File: config.mk
export PLATFORM = sky130hd
export DESIGN_NAME = ssr_status_top
export DESIGN_NICKNAME = d
export VERILOG_FILES = /design/src/common/ssr_pkg.sv /design/src/verilog/ssr_status_group.sv /design/src/verilog/ssr_std_event.sv /design/src/verilog/ssr_status_top.sv
export VERILOG_INCLUDE_DIRS = /design/src /design/src/common
export SDC_FILE = /design/constraint.sdc
export NUM_CORES = 1
export LEC_CHECK = 0
export ABC_AREA = 1
export BUFFER_PORTS_ARGS = -buffer_cell sky130_fd_sc_hd__buf_4
export CORE_MARGIN = 2
export CORE_UTILIZATION = 56
export DETAILED_ROUTE_END_ITERATION = 7
export GPL_ROUTABILITY_DRIVEN = 0
export GPL_TIMING_DRIVEN = 0
export PLACE_DENSITY_LB_ADDON = 0.25
export SYNTH_ARGS = -nofsm -noshare
export SYNTH_HDL_FRONTEND = slang
export SYNTH_SLANG_ARGS = --single-unit
export TNS_END_PERCENT = 10
File: constraint.sdc
create_clock -name core_clk_i -period 6 [get_ports core_clk_i]
set_input_delay 0.6 -clock core_clk_i [delete_from_list [all_inputs] [get_ports core_clk_i]]
set_output_delay 0.6 -clock core_clk_i [all_outputs]
set_load 0.05 [all_outputs]
File: src/common/ssr_regs.svh
// Bit positions, defined-bit masks and preset values of the status groups.
// Assumes inclusion by the design and checker files by bare name.
`ifndef SSR_REGS_SVH
`define SSR_REGS_SVH

// ----------------------------------------------------------------------------
// Operation group layout
// ----------------------------------------------------------------------------
`define SSR_OPER_CC_BIT 10
`define SSR_OPER_CV_BIT 8
`define SSR_OPER_WTG_BIT 5
`define SSR_OPER_DEFINED 16'h0520

// ----------------------------------------------------------------------------
// Questionable group layout
// ----------------------------------------------------------------------------
`define SSR_QUES_UNR_BIT 10
`define SSR_QUES_INH_BIT 9
`define SSR_QUES_OT_BIT 4
`define SSR_QUES_PF_BIT 2
`define SSR_QUES_OC_BIT 1
`define SSR_QUES_OV_BIT 0
`define SSR_QUES_DEFINED 16'h0617

// ----------------------------------------------------------------------------
// Standard event layout
// ----------------------------------------------------------------------------
`define SSR_STD_PON_BIT 7
`define SSR_STD_DEFINED 8'hBD

// ----------------------------------------------------------------------------
// Summary positions in the status byte
// ----------------------------------------------------------------------------
`define SSR_SB_OPER_BIT 7
`define SSR_SB_ESB_BIT 5
`define SSR_SB_QUES_BIT 3

// ----------------------------------------------------------------------------
// Preset and reset values
// ----------------------------------------------------------------------------
`define SSR_PRESET_RISE 16'h7FFF
`define SSR_PRESET_FALL 16'h0000
`define SSR_PRESET_MASK 16'h0000
`define SSR_RESET_STD_MASK 8'h00

`endif

File: src/common/ssr_pkg.sv
// Types shared by the status reporting block: commands, carriers, state.
// Assumes nothing beyond a SystemVerilog compiler.
package ssr_pkg;

    // Remote commands and queries
    typedef enum logic [4:0] {
        SSR_OPER_EVENT_RD, SSR_OPER_COND_RD,
        SSR_OPER_MASK_WR, SSR_OPER_MASK_RD,
        SSR_OPER_FALL_WR, SSR_OPER_FALL_RD,
        SSR_OPER_RISE_WR, SSR_OPER_RISE_RD,
        SSR_QUES_EVENT_RD, SSR_QUES_COND_RD,
        SSR_QUES_MASK_WR, SSR_QUES_MASK_RD,
        SSR_QUES_FALL_WR, SSR_QUES_FALL_RD,
        SSR_QUES_RISE_WR, SSR_QUES_RISE_RD,
        SSR_STD_MASK_WR, SSR_STD_MASK_RD, SSR_STD_EVENT_RD,
        SSR_PRESET, SSR_CLEAR_STATUS
    } ssr_cmd_code_type;

    // Command request
    typedef struct packed {
        logic valid;
        ssr_cmd_code_type code;
        logic [15:0] data;
        logic after_term;
    } ssr_cmd_type;

    // Command answer
    typedef struct packed {
        logic valid;
        logic [15:0] data;
    } ssr_rsp_type;

    // Operating status inputs
    typedef struct packed {
        logic constant_current_flag;
        logic constant_voltage_flag;
        logic trigger_wait_flag;
    } ssr_oper_flags_type;

    // Questionable status inputs
    typedef struct packed {
        logic unregulated_flag;
        logic external_inhibit_flag;
        logic overtemperature_flag;
        logic mains_fail_flag;
        logic overcurrent_flag;
        logic overvoltage_flag;
    } ssr_ques_flags_type;

    // Clear pulses for logic outside the block
    typedef struct packed {
        logic status_byte;
        logic error_queue;
        logic output_queue;
    } ssr_clear_type;

    // State of one 16-bit group
    typedef struct packed {
        logic [15:0] meta;
        logic [15:0] cond;
        logic [15:0] prev;
        logic [15:0] event_bits;
    } ssr_group_state_type;

    // State of the top level
    typedef struct packed {
        logic [15:0] oper_mask;
        logic [15:0] oper_rise;
        logic [15:0] oper_fall;
        logic [15:0] ques_mask;
        logic [15:0] ques_rise;
        logic [15:0] ques_fall;
        logic [7:0] std_mask;
        logic pon_pending;
        ssr_rsp_type rsp;
        logic [7:0] summary;
        ssr_clear_type clr;
    } ssr_top_state_type;

endpackage

File: src/verilog/ssr_status_group.sv
// One 16-bit status group: synchronised condition, transition filters and
// the latched event register. Assumes raw inputs arrive from pins.
`timescale 1ns/1ps
`default_nettype none

module ssr_status_group
    import ssr_pkg::*;
#(
    parameter logic [15:0] DEFINED = 16'hFFFF
) (
    // Clock and reset
    input wire logic core_clk_i,
    input wire logic rst_i,
    // Status inputs and filter settings
    input wire logic [15:0] raw_i,
    input wire logic [15:0] rise_i,
    input wire logic [15:0] fall_i,
    input wire logic clear_i,
    // Register views
    output logic [15:0] cond_o,
    output logic [15:0] event_o
);

    ssr_group_state_type st_r;
    ssr_group_state_type st_nxt;

    // Synchroniser, edge filter and event latch
    always_comb begin
        st_nxt = st_r;
        st_nxt.meta = raw_i & DEFINED;
        st_nxt.cond = st_r.meta;
        st_nxt.prev = st_r.cond;
        st_nxt.event_bits = (st_r.event_bits & ~{16{clear_i}})
            | (st_r.cond & ~st_r.prev & rise_i)
            | (~st_r.cond & st_r.prev & fall_i);
    end

    // State register
    always_ff @(posedge core_clk_i or posedge rst_i) begin
        if (rst_i) begin
            st_r <= '0;
        end else begin
            st_r <= st_nxt;
        end
    end

    assign cond_o = st_r.cond;
    assign event_o = st_r.event_bits;

endmodule

`default_nettype wire

File: src/verilog/ssr_std_event.sv
// Standard event register: latches event pulses, cleared as a whole.
// Assumes set pulses come from logic on the same clock.
`timescale 1ns/1ps
`default_nettype none
`include "ssr_regs.svh"

module ssr_std_event
    import ssr_pkg::*;
(
    // Clock and reset
    input wire logic core_clk_i,
    input wire logic rst_i,
    // Event pulses and clear
    input wire logic [7:0] set_i,
    input wire logic clear_i,
    // Register view
    output logic [7:0] event_o
);

    logic [7:0] event_r;
    logic [7:0] event_nxt;

    // Set wins over a clearing read
    always_comb begin
        event_nxt = (event_r & ~{8{clear_i}}) | (set_i & `SSR_STD_DEFINED);
    end

    // State register
    always_ff @(posedge core_clk_i or posedge rst_i) begin
        if (rst_i) begin
            event_r <= 8'h00;
        end else begin
            event_r <= event_nxt;
        end
    end

    assign event_o = event_r;

endmodule

`default_nettype wire

File: src/verilog/ssr_status_top.sv
// Status reporting register system: operation, questionable and standard
// event groups reached through remote commands and queries.
// Assumes commands come from a same-clock parser; status flags from pins.
//
// Operation
// - Preset sets all defined rising filter bits, clears falling filters and the operation and questionable masks.
// - Operation event register latches filtered events; a read returns then clears.
// - Operation bits: constant current 10, constant voltage 8, trigger wait 5.
// - Operation condition register shows the live operating flags.
// - Operation summary is OR of enabled operation events, status byte bit 7.
// - A falling condition bit sets its event when its falling filter is one.
// - A rising condition bit sets its event when its rising filter is one.
// - Questionable event register latches filtered events; reading clears it.
// - Questionable bits: 10,9,4,2,1,0 for unregulated through overvoltage.
// - Questionable condition register shows the live questionable flags.
// - Questionable summary is OR of enabled questionable events, bit 3.
// - Clear status zeroes the standard, operation and questionable event registers.
// - Clear status also clears the status byte and empties the error queue.
// - After a terminator, clear status also empties output queue and MAV.
// - Event summary is OR of enabled standard events; mask reads back as written in its defined bits.
// - Standard bits: PON 7, CME 5, EXE 4, DDE 3, QUE 2, OPC 0.
// - Reading the standard event register returns it then clears it.
`timescale 1ns/1ps
`default_nettype none
`include "ssr_regs.svh"

module ssr_status_top
    import ssr_pkg::*;
(
    // Clock and reset
    input wire logic core_clk_i,
    input wire logic rst_i,
    // Command port
    input wire ssr_cmd_type cmd_i,
    output ssr_rsp_type rsp_o,
    // Status flag pins
    input wire ssr_oper_flags_type oper_flags_i,
    input wire ssr_ques_flags_type ques_flags_i,
    // Standard event pulses, same clock
    input wire logic [7:0] std_event_set_i,
    // Summary bits for the status byte
    output logic [7:0] summary_o,
    // Clear pulses for status byte, error queue and output queue
    output ssr_clear_type clear_o
);

    // ------------------------------------------------------------------------
    // Declarations
    // ------------------------------------------------------------------------
    ssr_top_state_type st_r;
    ssr_top_state_type st_nxt;
    logic [15:0] oper_raw;
    logic [15:0] ques_raw;
    logic [15:0] oper_cond;
    logic [15:0] oper_event;
    logic [15:0] ques_cond;
    logic [15:0] ques_event;
    logic [7:0] std_event;
    logic [7:0] std_set;
    logic oper_clear;
    logic ques_clear;
    logic std_clear;

    // ------------------------------------------------------------------------
    // Flag placement
    // ------------------------------------------------------------------------

    // Operation flags onto their bit positions
    always_comb begin
        oper_raw = 16'h0000;
        oper_raw[`SSR_OPER_CC_BIT] = oper_flags_i.constant_current_flag;
        oper_raw[`SSR_OPER_CV_BIT] = oper_flags_i.constant_voltage_flag;
        oper_raw[`SSR_OPER_WTG_BIT] = oper_flags_i.trigger_wait_flag;
    end

    // Questionable flags onto their bit positions
    always_comb begin
        ques_raw = 16'h0000;
        ques_raw[`SSR_QUES_UNR_BIT] = ques_flags_i.unregulated_flag;
        ques_raw[`SSR_QUES_INH_BIT] = ques_flags_i.external_inhibit_flag;
        ques_raw[`SSR_QUES_OT_BIT] = ques_flags_i.overtemperature_flag;
        ques_raw[`SSR_QUES_PF_BIT] = ques_flags_i.mains_fail_flag;
        ques_raw[`SSR_QUES_OC_BIT] = ques_flags_i.overcurrent_flag;
        ques_raw[`SSR_QUES_OV_BIT] = ques_flags_i.overvoltage_flag;
    end

    // ------------------------------------------------------------------------
    // Status groups
    // ------------------------------------------------------------------------

    // Operation group
    ssr_status_group #(
        .DEFINED(`SSR_OPER_DEFINED)
    ) u_oper (
        .core_clk_i(core_clk_i),
        .rst_i(rst_i),
        .raw_i(oper_raw),
        .rise_i(st_r.oper_rise),
        .fall_i(st_r.oper_fall),
        .clear_i(oper_clear),
        .cond_o(oper_cond),
        .event_o(oper_event)
    );

    // Questionable group
    ssr_status_group #(
        .DEFINED(`SSR_QUES_DEFINED)
    ) u_ques (
        .core_clk_i(core_clk_i),
        .rst_i(rst_i),
        .raw_i(ques_raw),
        .rise_i(st_r.ques_rise),
        .fall_i(st_r.ques_fall),
        .clear_i(ques_clear),
        .cond_o(ques_cond),
        .event_o(ques_event)
    );

    // Power-on event joins the incoming pulses once after reset
    always_comb begin
        std_set = std_event_set_i;
        std_set[`SSR_STD_PON_BIT] = std_event_set_i[`SSR_STD_PON_BIT] | st_r.pon_pending;
    end

    // Standard event group
    ssr_std_event u_std (
        .core_clk_i(core_clk_i),
        .rst_i(rst_i),
        .set_i(std_set),
        .clear_i(std_clear),
        .event_o(std_event)
    );

    // ------------------------------------------------------------------------
    // Clearing reads and clear status
    // ------------------------------------------------------------------------

    // Event registers clear on their own query or on clear status
    always_comb begin
        oper_clear = 1'b0;
        ques_clear = 1'b0;
        std_clear = 1'b0;
        if (cmd_i.valid) begin
            case (cmd_i.code)
                SSR_OPER_EVENT_RD: oper_clear = 1'b1;
                SSR_QUES_EVENT_RD: ques_clear = 1'b1;
                SSR_STD_EVENT_RD: std_clear = 1'b1;
                SSR_CLEAR_STATUS: begin
                    oper_clear = 1'b1;
                    ques_clear = 1'b1;
                    std_clear = 1'b1;
                end
                default: begin
                    oper_clear = 1'b0;
                end
            endcase
        end
    end

    // ------------------------------------------------------------------------
    // Command decode and next state
    // ------------------------------------------------------------------------

    // Writes, queries, preset, clear status and summary bits
    always_comb begin
        st_nxt = st_r;
        st_nxt.pon_pending = 1'b0;
        st_nxt.rsp.valid = cmd_i.valid;
        st_nxt.rsp.data = 16'h0000;
        st_nxt.clr = '0;
        st_nxt.summary = 8'h00;
        st_nxt.summary[`SSR_SB_OPER_BIT] = |(oper_event & st_r.oper_mask);
        st_nxt.summary[`SSR_SB_QUES_BIT] = |(ques_event & st_r.ques_mask);
        st_nxt.summary[`SSR_SB_ESB_BIT] = |(std_event & st_r.std_mask);
        if (cmd_i.valid) begin
            case (cmd_i.code)
                // Operation group
                SSR_OPER_EVENT_RD: st_nxt.rsp.data = oper_event;
                SSR_OPER_COND_RD: st_nxt.rsp.data = oper_cond;
                SSR_OPER_MASK_WR: st_nxt.oper_mask = cmd_i.data & `SSR_OPER_DEFINED;
                SSR_OPER_MASK_RD: st_nxt.rsp.data = st_r.oper_mask;
                SSR_OPER_FALL_WR: st_nxt.oper_fall = cmd_i.data & `SSR_OPER_DEFINED;
                SSR_OPER_FALL_RD: st_nxt.rsp.data = st_r.oper_fall;
                SSR_OPER_RISE_WR: st_nxt.oper_rise = cmd_i.data & `SSR_OPER_DEFINED;
                SSR_OPER_RISE_RD: st_nxt.rsp.data = st_r.oper_rise;
                // Questionable group
                SSR_QUES_EVENT_RD: st_nxt.rsp.data = ques_event;
                SSR_QUES_COND_RD: st_nxt.rsp.data = ques_cond;
                SSR_QUES_MASK_WR: st_nxt.ques_mask = cmd_i.data & `SSR_QUES_DEFINED;
                SSR_QUES_MASK_RD: st_nxt.rsp.data = st_r.ques_mask;
                SSR_QUES_FALL_WR: st_nxt.ques_fall = cmd_i.data & `SSR_QUES_DEFINED;
                SSR_QUES_FALL_RD: st_nxt.rsp.data = st_r.ques_fall;
                SSR_QUES_RISE_WR: st_nxt.ques_rise = cmd_i.data & `SSR_QUES_DEFINED;
                SSR_QUES_RISE_RD: st_nxt.rsp.data = st_r.ques_rise;
                // Standard event group
                SSR_STD_MASK_WR: begin
                    st_nxt.std_mask = cmd_i.data[7:0] & `SSR_STD_DEFINED;
                end
                SSR_STD_MASK_RD: st_nxt.rsp.data = {8'h00, st_r.std_mask};
                SSR_STD_EVENT_RD: st_nxt.rsp.data = {8'h00, std_event};
                // Preset of filters and the operation and questionable masks
                SSR_PRESET: begin
                    st_nxt.oper_rise = `SSR_PRESET_RISE & `SSR_OPER_DEFINED;
                    st_nxt.ques_rise = `SSR_PRESET_RISE & `SSR_QUES_DEFINED;
                    st_nxt.oper_fall = `SSR_PRESET_FALL;
                    st_nxt.ques_fall = `SSR_PRESET_FALL;
                    st_nxt.oper_mask = `SSR_PRESET_MASK;
                    st_nxt.ques_mask = `SSR_PRESET_MASK;
                end
                // Clear status
                SSR_CLEAR_STATUS: begin
                    st_nxt.clr.status_byte = 1'b1;
                    st_nxt.clr.error_queue = 1'b1;
                    st_nxt.clr.output_queue = cmd_i.after_term;
                end
                default: begin
                    st_nxt.rsp.data = 16'h0000;
                end
            endcase
        end
    end

    // ------------------------------------------------------------------------
    // State register
    // ------------------------------------------------------------------------

    // Reset leaves the preset filter values in place and flags power-on
    always_ff @(posedge core_clk_i or posedge rst_i) begin
        if (rst_i) begin
            st_r.oper_mask <= `SSR_PRESET_MASK;
            st_r.oper_rise <= `SSR_PRESET_RISE & `SSR_OPER_DEFINED;
            st_r.oper_fall <= `SSR_PRESET_FALL;
            st_r.ques_mask <= `SSR_PRESET_MASK;
            st_r.ques_rise <= `SSR_PRESET_RISE & `SSR_QUES_DEFINED;
            st_r.ques_fall <= `SSR_PRESET_FALL;
            st_r.std_mask <= `SSR_RESET_STD_MASK;
            st_r.pon_pending <= 1'b1;
            st_r.rsp <= '0;
            st_r.summary <= 8'h00;
            st_r.clr <= '0;
        end else begin
            st_r <= st_nxt;
        end
    end

    // ------------------------------------------------------------------------
    // Outputs
    // ------------------------------------------------------------------------

    // All straight from the state register
    assign rsp_o = st_r.rsp;
    assign summary_o = st_r.summary;
    assign clear_o = st_r.clr;

endmodule

`default_nettype wire

After elaboration in Yosys (flattened, before gate mapping):

Index checks and enable logic that the tools add are counted.

* reduce and logical (&&, ||, !) cells: 20
* bitwise logic cells: 27
* equal/unequal tests: 20
* multiplexer cells: 16

Operators by type and width (count)
* $pmux 16 s12: 1
* $pmux 16 s2: 6
* $and 16x16->16: 8
* $not 11->16: 4
* $or 16x16->16: 4
* $eq 5x4->1 const B: 8
* $and 11x16->16: 2
* $and 16x11->16: 2
* $not 16->16: 2
* $reduce_or 16->1: 2
* $eq 5x5->1 const B: 5
* $eq 5x3->1 const B: 4
* $and 8x8->8: 2
* $mux 16: 1
* $reduce_and 2->1: 7
* $reduce_bool 2->1: 6
* $eq 5x2->1 const B: 2
* $not 8->8: 1
* $or 8x8->8: 1
* $reduce_or 8->1: 1
* $mux 1: 6
* $mux 3: 2
* $reduce_or 2->1: 3
* $eq 5x1->1 const B: 1
* other kinds (2): 2

* logic and storage cells: 106
* flip-flop bits (word level): 193

Depth between registers and ports, before layout:

Gate-level depths: netlist of run 1.

* word-level depth: 8
* mapped depth: 10
* mapped depth without buffers: 9

By module:

A second synthesis of run 1 with hierarchy kept.

* cells, all modules: 731
* area total of the unflattened synthesis: 6088.3 um^2

By module, submodules not included
* ssr_status_top: instances 1, cells each 468, area each 3387.0 um^2
* ssr_status_group (u_ques): instances 1, cells each 126, area each 1346.3 um^2
* ssr_status_group (u_oper): instances 1, cells each 105, area each 1064.8 um^2
* ssr_std_event: instances 1, cells each 32, area each 290.3 um^2

Least setup slack after synthesis of run 1:

OpenSTA, ideal clock, no wires.

* kind: input-to-reg
* from: input cmd_i[21] in the netlist's numbering
* to: register st_r, in the netlist rsp_o[5]
* data required time: 5923 ps
* arrival: 1526 ps
* slack: 4397 ps
* cell stages on the path: 8
* path buffers: 1
* cells stage by stage: buf_2 inv_2 nand3_1 nor2_1 nand2_1 nand2_1 nor2_1 a21oi_1

RTL lines
* start, declared: line ssr_status_top.sv:34 `input wire ssr_cmd_type cmd_i,`
* end signal, assigned: line ssr_status_top.sv:242 `st_r <= st_nxt;`
* end, declared: line ssr_status_top.sv:50 `ssr_top_state_type st_r;`

Worst setup path after layout of run 1:

* from: register st_r, in the netlist summary_o[7]
* to: output summary_o[7]

RTL lines
* end, declared: line ssr_status_top.sv:42 `output logic [7:0] summary_o,`

No word-level cell between the ends.

==> metrics.yaml, run 1 <==
setup_path:
  path_max_fanout: 1
  cp_num_buf_inv: 2
  setup.worst_path.start: "summary_o[7]"
  timing.setup.critical_path_class: "reg -> out"
  worst_path_most_repeated_cell: "buf_4"
  worst-endpoint-required_ns: 5.40
  critPathMaxStageDelay_ns: 0.37
  type_of_element_capturing_the_critical_path: "output port"
  crit_path_max_delay_family: "flip-flops"
  critPathLaunchType: "register"
  worst_flop_to_flop_path_startpoint: "st_r[34]"
  crit_path_top_delay_cell: "dfrtp_1"
  critical_path.cell_chain: "buf_4 -> buf_4"
  critPathArrivalTime_ns: 1.21
layout:
  final_common_cell: "nand2_1"
  drive_above_1_share_pct: 23.9
  num_antenna_cells: 0
  final_net_count: 685
  most-common-layout-cells: "nand2_1, dfrtp_1, buf_4, nor2_1, inv_1"
  multi_input_area_mm2: 0.00163
  sequential_cell_area_in_the_final_layout_mm2: 0.00309
  n_fill_cell: 685
  area_delta_synth_final_pct: 23.3
yosys:
  simple_gate_share_of_the_synthesized_area_pct: 21.5
  synth-seq-cells: 123
  synth_cell_types: 34
  synth-xor-area-share_pct: 0
  postSynthCellCount: 563
  main_combinational_cell_family_by_area_after_synthesis: "simple AND/OR/NAND/NOR gates"
  yosysSeqAreaShare_pct: 59.6
  avgSynthCellArea_um2: 9.21
  yosys_warnings: 0
  netlist_area_mm2: 0.00518
  synthAdderAreaFrac_pct: 0
  synth_mux_area_share_pct: 0.434
  complex_gate_fraction_of_the_synthesized_area_pct: 9.12
clock_tree:
  max-clock-path-buffers: 2
  cts.root.buffer_cell: "clkbuf_8"
  numCtsBuffers: 17
  post-cts-setup-buffers: 0
  number_of_h_tree_branching_levels: 4
  cts-resized-gates: 0
  cts_hold_repair.buffers: 0
  clkLatencyLatePin_ns: 0.52
  sink_count: 123
  path_clk_slew_ns: 0.06
  tritoncts: "yes"
timing:
  setup_total_negative_slack_ns: 0
  maxClockFrequency_ghz: 0.554
  final_max_slew_violation_count: 0
  hold_viol: 0
  finalCritPeriodShare_pct: 30.1
  layout_setup_ws_ns: 4.19
  setup_viol: 0
  finalCriticalPeriod_ns: 1.81
  unrepaired_setup_endpoints_after_global_routing: "false"
  slew_headroom_pct: 59.3
  worst_clock_skew_ns: 0.00798
  tightestPinTransition_ns: 0.603
grt:
  grt_max_degree: 68
  grtUsageTotal_pct: 26.0
  initial_antenna_violation_count: 0
  via_count_of_the_first_global_routing_pass: 4022
  grt_pass1_wl_mm: 19.8
  gr-total-overflow: 0
die:
  rows: 35
  die-width_um: 100
  top_ports: 70
  die_y_um: 100
  die_area_mm2: 0.0100
  floorplan.initialDensity_pct: 56.9
  placeableCoreArea_mm2: 0.00911
detailed_routing:
  drt_first_pass_iters: 6
  drt.antenna.violating_nets: 0
  vias_per_cell: 5.38
  route.vias.total: 4123
  routed_wl_mm: 12.1
  drt-initial-drc-count: 349
  drc: 0
  wl_per_cell_um: 15.7
run:
  total_of_max_cap_violations: 0
placement:
  port-buffer-count: 55
  placed_wire_length_estimate_after_detailed_placement_mm: 8.26
  dpl_worst_slack_ns: 3.89
worst_hold_path:
  timing.hold.worst.class: "in -> async"
power_and_ir_drop:
  power_density_mw_per_mm2: 361
  power.leakage_uw: 0.00328
  power.ir.vdd_worst_mv: 0.267
outcome:
  outcome: "finished, final reports clean"
worst paths after layout:
path	to	slack (ns)	cells after the start
setup / recovery	summary_o[7]	4.19	2
hold / removal	rsp_o[14]	0.13	2
setup reg to reg	summary_o[5]	4.90	4
hold reg to reg	u_ques.cond_o[2]	0.35	0
max in group asynchronous	st_r[53]	5.12	3
min in group core_clk_i	u_oper.st_nxt[40]	0.19	1
flip-flops by register name, indices dropped and copies added (netlist names):
| signal | cells |
|---|---|
| clear_o | 2 |
| rsp_o | 17 |
| st_r | 34 |
| summary_o | 3 |
| u_oper.cond_o | 3 |
| u_oper.event_o | 16 |
| u_oper.st_nxt | 3 |
| u_oper.st_r | 3 |
| u_ques.cond_o | 6 |
| u_ques.event_o | 16 |
| u_ques.st_nxt | 6 |
| u_ques.st_r | 6 |
| u_std.event_o | 8 |
per-stage QoR:
| stage | instance area [µm²] | total power [µW] | util [%] | instances | hold slack (ns) |
|---|---|---|---|---|---|
| final | 6390 | 2300 | 70.2 | 767 | 0.134 |
| after global routing | 6390 | 2400 | 70.2 | 767 | 0.157 |
| after CTS | 6390 | 2310 | 70.2 | 767 | 0.137 |
| after detailed placement | 5790 | 1270 | 63.5 | 735 | 0.337 |
| after global placement | 5760 | 1250 | 63.2 | 734 | 0.332 |
| after floorplan | 5200 | 1180 | - | 568 | 0.331 |
kinds of logic (layout without fill, tap and decap cells):
family	Yosys count	count (layout)
other cells	1	6
flops	123	123
buf+inv	96	184
mux	2	2
compound gates	80	80
simple gates	261	261
cells in the mapped netlist:
| library cell | instances | area [µm²] |
|---|---|---|
| or2_2 | 1 | 6.26 |
| dfstp_2 | 10 | 263 |
| nor3_1 | 2 | 10.0 |
| nand3_2 | 1 | 10.0 |
| a21oi_1 | 12 | 60.1 |
| inv_4 | 1 | 6.26 |
| nor2_1 | 65 | 244 |
| o21ai_0 | 37 | 185 |
| nor2_2 | 4 | 25.0 |
| buf_2 | 4 | 20.0 |
| o211ai_1 | 9 | 67.6 |
| nor2_4 | 5 | 56.3 |
| o21bai_1 | 4 | 30.0 |
| nor3_2 | 1 | 10.0 |
| nand2_2 | 4 | 25.0 |
| nand3b_1 | 9 | 67.6 |
| inv_2 | 8 | 30.0 |
| nand4_1 | 3 | 18.8 |
| mux2_2 | 2 | 22.5 |
| o31ai_1 | 1 | 7.51 |
| buf_4 | 28 | 210 |
| nand3_1 | 15 | 75.1 |
| a221oi_1 | 2 | 17.5 |
| conb_1 | 1 | 3.75 |
| inv_1 | 54 | 203 |
| o21ai_1 | 1 | 5.00 |
| o21ai_2 | 1 | 8.76 |
| a21oi_2 | 1 | 8.76 |
| nand2_1 | 151 | 567 |
| buf_6 | 1 | 11.3 |
| a31o_2 | 1 | 8.76 |
| o221ai_1 | 2 | 17.5 |
| o22ai_1 | 9 | 56.3 |
| dfrtp_1 | 113 | 2830 |
report_power, final:
part	total, µW	internal [µW]	leakage, µW	switching, µW
Combinational	260	95.3	0.00152	164
Clock	1040	694	0.000293	344
Sequential	1010	942	0.00146	64.2
routing by layer:
| layer | part of all wire [%] | up-vias | track usage, % | routed length (µm) |
|---|---|---|---|---|
| met4 | 2.5 | 0 | 10.4 | 301 |
| met5 | 0 | - | 0 | 0 |
| li1 | - | 1922 | - | - |
| met3 | 5.4 | 28 | 6.62 | 649 |
| met1 | 44 | 2018 | 35.2 | 5280 |
| met2 | 48 | 155 | 40.5 | 5850 |
layout make-up:
cell class                 instances  area share (%)
buffer                            33            3.78
clock buffer                      24            7.20
clock inverter                     8            2.23
inverter                          63            3.82
multi-input combinational        349            25.5
sequential                       123            48.4
tap                              111            2.17
timing repair buffer              56            6.89
Note: power is estimated with default switching activity, not from simulation.
==> run 2, diff against run 1 <==
Settings changed: CORE_UTILIZATION 56 to 52.
Clock period 6 ns to 1.5 ns, I/O delays scaled along.
==> run 2 against run 1 <==
Total power rose to 4.0 times the previous value. Combinational power rose to 4.2 times the previous value. Utilization down 1.2 points. Count of clock-buffer cells in the layout down 4. Highest routed layer unchanged.
==> metrics.yaml, run 2 (synthesis gave the netlist of run 1 again) <==
detailed_routing:
  drt_first_pass_iters: 6
  drc: 0
  drt.antenna.violating_nets: 0
  route.vias.total: 4259
  wl_per_cell_um: 15.3
  vias_per_cell: 5.21
  drt-initial-drc-count: 402
  routed_wl_mm: 12.5
grt:
  initial_antenna_violation_count: 0
  grtUsageTotal_pct: 24.6
  met2_usage_pct: 40.5
  gr-total-overflow: 0
  grt_busiest_layer: "met2"
  grt_max_degree: 43
  grt.met3_usage_pct: 5.08
  via_count_of_the_first_global_routing_pass: 4234
  grt_pass1_wl_mm: 20.6
  grt_use_met1_pct: 31.5
setup_path:
  regToRegEndpoint: "summary_o[5]"
  critPathLaunchType: "register"
  worst_flop_to_flop_path_startpoint: "st_r[34]"
  worst-endpoint-required_ns: 1.35
  critPathMaxStageDelay_ns: 0.38
  critical_path.cell_chain: "buf_4 -> buf_4"
  reg2reg_slack_ns: 0.40
  timing.setup.critical_path_class: "reg -> out"
  crit_path_top_delay_cell: "dfrtp_1"
  worst_path_most_repeated_cell: "buf_4"
  type_of_element_capturing_the_critical_path: "output port"
  critPathArrivalTime_ns: 1.21
  worstRegToRegCells: 4
  path_max_fanout: 2
placement:
  numPlacedInstances: 759
  port-buffer-count: 55
  dpl_worst_slack_ns: -0.146
  placed_wire_length_estimate_after_detailed_placement_mm: 8.26
clock_tree:
  clkLatencyLatePin_ns: 0.52
  path_clk_slew_ns: 0.05
  cts.root.buffer_cell: "clkbuf_8"
  number_of_h_tree_branching_levels: 4
  numCtsBuffers: 17
  sink_count: 123
  tritoncts: "yes"
  max-clock-path-buffers: 2
timing:
  finalCriticalPeriod_ns: 1.36
  setup_viol: 0
  unrepaired_setup_endpoints_after_global_routing: "false"
  hold_viol: 0
  layout_setup_ws_ns: 0.140
  maxClockFrequency_ghz: 0.735
  tightestPinTransition_ns: 0.744
  final_max_slew_violation_count: 0
  finalCritPeriodShare_pct: 90.6
  worst_clock_skew_ns: 0.00451
  slew_headroom_pct: 49.9
die:
  die_area_mm2: 0.0108
  die-width_um: 104
  top_ports: 70
  floorplan.initialDensity_pct: 53.3
  rows: 36
  placeableCoreArea_mm2: 0.00973
  die_y_um: 104
layout:
  final_common_cell: "nand2_1"
  n_fill_cell: 742
  largest_reg_flops: 34
  largest_register: "st_r"
  final_cell_count_no_fill: 818
  final_net_count: 714
  drive_above_1_share_pct: 23.6
  sequential_cell_area_in_the_final_layout_mm2: 0.00309
  area_delta_synth_final_pct: 29.4
  most-common-layout-cells: "nand2_1, dfrtp_1, buf_4, nor2_1, inv_1"
  num_antenna_cells: 0
  multi_input_area_mm2: 0.00164
worst_hold_path:
  worst_hold_startpoint: "cmd_i[11]"
  timing.hold.worst.class: "in -> reg"
  hold_path_depth: 3
  whs_endpoint: "st_r[95]"
power_and_ir_drop:
  power_density_mw_per_mm2: 1360
  power.leakage_uw: 0.00340
  power.ir.vdd_worst_mv: 0.925
run:
  total_of_max_cap_violations: 0
outcome:
  outcome: "finished, final reports clean"
[run 2: changes by cell type in the layout (fill, tap and decap cells not counted), moves of 2 or more]
cell,delta
clkbuf_1,-3
dlygate4sd3_1,+27
clkinv_2,+2
clkinvlp_4,+2
buf_12,+3
clkinv_4,+2
[run 2: cell type report]
type | count | share of cell area (%)
Sequential cell | 123 | 46.1
Multi-Input combinational cell | 349 | 24.5
Timing Repair Buffer | 85 | 11.1
Clock buffer | 20 | 6.49
Inverter | 63 | 3.62
Buffer | 33 | 3.60
Tap cell | 133 | 2.48
Clock inverter | 12 | 2.20
[run 2: repair_timing]
action / CTS / global route
hold endpoints to repair: 125 / 0
buffers inserted: 0 / 0
gates resized for setup: 0 / 1
hold buffers: 27 / 0
endpoints found under the setup margin: 0 / 2
[run 2: worst max-delay path by stage]
stage / to / cells past startpoint / startpoint / slack (ns)
finish: clear_o[1] / 2 / clear_o[1] / 0.14
floorplan: clear_o[0] / 1 / rst_i / -0.15
CTS: u_oper.event_o[7] / 10 / cmd_i[22] / 0.08
global placement: u_ques.st_nxt[33] / 2 / rst_i / -0.87
detailed placement: u_oper.event_o[14] / 8 / cmd_i[17] / -0.15
global route: u_oper.event_o[3] / 10 / cmd_i[22] / 0.05
[run 2: power breakdown]
| part | switching (µW) | internal (µW) | leakage [µW] | total, µW |
|---|---|---|---|---|
| Combinational | 665 | 435 | 0.00165 | 1100 |
| Clock | 1430 | 2560 | 0.000284 | 3990 |
| Sequential | 257 | 3770 | 0.00146 | 4020 |
| Total | 2350 | 6760 | 0.00340 | 9120 |
[run 2: routing by layer]
| layer | share of wire (%) | wire length (µm) |
|---|---|---|
| met1 | 42 | 5200 |
| met3 | 6.7 | 834 |
| met4 | 2.4 | 299 |
| met5 | 0 | 0 |
| met2 | 49 | 6180 |
[run 2: stage by stage]
stage / utilization [%] / power, µW / cell area [µm²] / TNS, ns / hold WS, ns
4_1_cts: 68.9 / 9130 / 6700 / 0 / 0.0180
5_1_grt: 68.9 / 9470 / 6710 / 0 / 0.0413
3_5_place_dp: 60.1 / 5090 / 5850 / -3.64 / 0.120
3_3_place_gp: 59.5 / 5020 / 5790 / -103.29 / 0.259
2_1_floorplan: - / 4720 / 5210 / -17.31 / 0.181
6_report: 68.9 / 9120 / 6710 / 0 / 0.0183
[run 2: worst max-delay path, delay by kind of cell (launching register included)]
| family | cells | cell delay, ns |
|---|---|---|
| buffers and inverters | 2 | 0.31 |
| flip-flops | 1 | 0.38 |
==> run 3, diff against run 2 <==
Settings changed: CTS_CLUSTER_SIZE from default to 14, PLACE_DENSITY from default to 0.86, PLACE_DENSITY_LB_ADDON 0.25 to default.
==> run 3 against run 2 <==
Maximum frequency fell by 1.9%. Sequential cell count did not move. Non-clock buffer count rose by 1. Total power fell by 1.1%. Sequential share of layout area rose by 0.052 points. Die area did not move. Worst hold slack improved by 0.019 ns. Clock skew barely moved. Clock power fell by 3%. Sequential power barely moved. Register-to-register slack got worse by 0.07 ns. Critical path type is now in -> reg. Largest power group unchanged. Highest routed layer unchanged.
==> metrics.yaml, run 3 (synthesis gave the netlist of run 1 again) <==
detailed_routing:
  drt_first_pass_iters: 5
  drc: 0
  vias_per_cell: 5.29
  route.met3.wl_um: 980
  met2RoutedLength_mm: 6.22
  topRoutingLayerUsed: "met4"
  routed_metal_1_wirelength_mm: 5.14
  drt-initial-drc-count: 413
  route.vias.total: 4331
  wl_per_cell_um: 15.5
  routed_wl_mm: 12.7
  drt.antenna.violating_nets: 0
grt:
  initial_antenna_violation_count: 0
  gr-total-overflow: 0
  via_count_of_the_first_global_routing_pass: 4405
  grtUsageTotal_pct: 25.3
  grt_pass1_wl_mm: 21.4
  grt_max_degree: 38
timing:
  setup_total_negative_slack_ns: 0
  maxClockFrequency_ghz: 0.721
  setup_viol: 0
  hold_viol: 0
  finalCriticalPeriod_ns: 1.39
  finalHoldWorstSlack_ns: 0.0373
  worst_clock_skew_ns: 0.00479
  final_max_slew_violation_count: 0
  unrepaired_setup_endpoints_after_global_routing: "false"
  slew_headroom_pct: 54.8
  finalCritPeriodShare_pct: 92.4
  tightestPinTransition_ns: 0.676
clock_tree:
  sink_count: 123
  path_clk_slew_ns: 0.06
  cts.root.buffer_cell: "clkbuf_8"
  max-clock-path-buffers: 2
  post-cts-setup-buffers: 0
  clkLatencyLatePin_ns: 0.52
  numCtsBuffers: 17
  tritoncts: "yes"
  number_of_h_tree_branching_levels: 4
die:
  die_area_mm2: 0.0108
  die_y_um: 104
  die-width_um: 104
  placeableCoreArea_mm2: 0.00973
  floorplan.initialDensity_pct: 53.3
  rows: 36
  top_ports: 70
layout:
  final_common_cell: "nand2_1"
  largest_reg_flops: 34
  area_delta_synth_final_pct: 29.2
  drive_above_1_share_pct: 23.3
  largest_register: "st_r"
  final_net_count: 715
  most-common-layout-cells: "nand2_1, dfrtp_1, buf_4, nor2_1, inv_1"
  num_antenna_cells: 0
setup_path:
  worstRegToRegCells: 4
  worst_flop_to_flop_path_startpoint: "st_r[34]"
  path_max_fanout: 8
  regToRegEndpoint: "summary_o[5]"
  worst-endpoint-required_ns: 1.93
  reg2reg_slack_ns: 0.33
  timing.setup.critical_path_class: "in -> reg"
  critPathArrivalTime_ns: 1.81
  critPathLaunchType: "input pin"
  type_of_element_capturing_the_critical_path: "register"
worst_hold_path:
  worst_hold_startpoint: "cmd_i[18]"
  timing.hold.worst.class: "in -> reg"
  hold_path_depth: 4
  whs_endpoint: "clear_o[0]"
placement:
  placed_wire_length_estimate_after_detailed_placement_mm: 8.37
  port-buffer-count: 55
outcome:
  outcome: "finished, final reports clean"
power_and_ir_drop:
  power.leakage_uw: 0.00339
  power_density_mw_per_mm2: 1350
  power.ir.vdd_worst_mv: 0.898
  p_total_uw: 9020
run:
  total_of_max_cap_violations: 0
-- run 3: changes by cell type in the layout (fill, tap and decap cells not counted), sizes merged --
cell,previous run,this run
dlygate4sd3,27,28
clkinv,7,4
bufinv,3,2
clkbuf,20,24
-- run 3: area by class of cell --
class	instances	area (µm²)
sequential	123	3090
fill	719	3030
multi-input combinational	349	1640
timing repair buffer	86	753
clock buffer	24	470
inverter	63	243
buffer	33	241
tap	133	166
clock inverter	8	95.1
-- run 3: routing by layer --
layer	global-route usage (%)	vias up
met1	32.6	2056
met5	0	-
li1	-	1980
met3	4.51	46
met4	13.2	0
met2	41.0	249
-- run 3: per-stage QoR --
stage | cell area, µm² | utilization [%] | instances | setup slack (ns)
finish | 6700 | 68.9 | 819 | 0.113
global placement | 5790 | 59.5 | 756 | -0.822
floorplan | 5210 | - | 568 | -0.153
detailed placement | 5850 | 60.1 | 759 | -0.133
CTS | 6690 | 68.8 | 819 | 0.110
global route | 6700 | 68.9 | 819 | 0.0394
-- run 3: power breakdown --
group / internal (µW) / leakage, µW / switching, µW
clock network: 2480 / 0.000275 / 1390
logic: 437 / 0.00165 / 678
registers: 3770 / 0.00146 / 263
total: 6690 / 0.00339 / 2330
-- run 3: worst max-delay path by stage --
stage / from / endpoint / slack, ns / cells past startpoint
global route: cmd_i[22] / u_oper.event_o[7] / 0.04 / 10
detailed placement: cmd_i[20] / st_r[95] / -0.13 / 7
finish: cmd_i[22] / u_ques.event_o[10] / 0.11 / 9
CTS: clear_o[1] / clear_o[2] / 0.11 / 2
floorplan: rst_i / clear_o[0] / -0.15 / 1
global placement: rst_i / u_ques.st_nxt[32] / -0.82 / 2
-- run 3: repair_timing --
item / in CTS / in global routing
endpoints found under the hold margin: 71 / 0
gates resized for setup: 0 / 1
hold buffers: 28 / 0
setup endpoints to repair: 0 / 2
-- run 3: worst max-delay path: stages --
cell           delay [ns]
dlygate4sd3_1        0.54
buf_4                0.19
nand2_1              0.07
inv_1                0.07
nand3_2              0.14
inv_2                0.09
nor2_4               0.30
nand2_1              0.12
o211ai_1             0.13
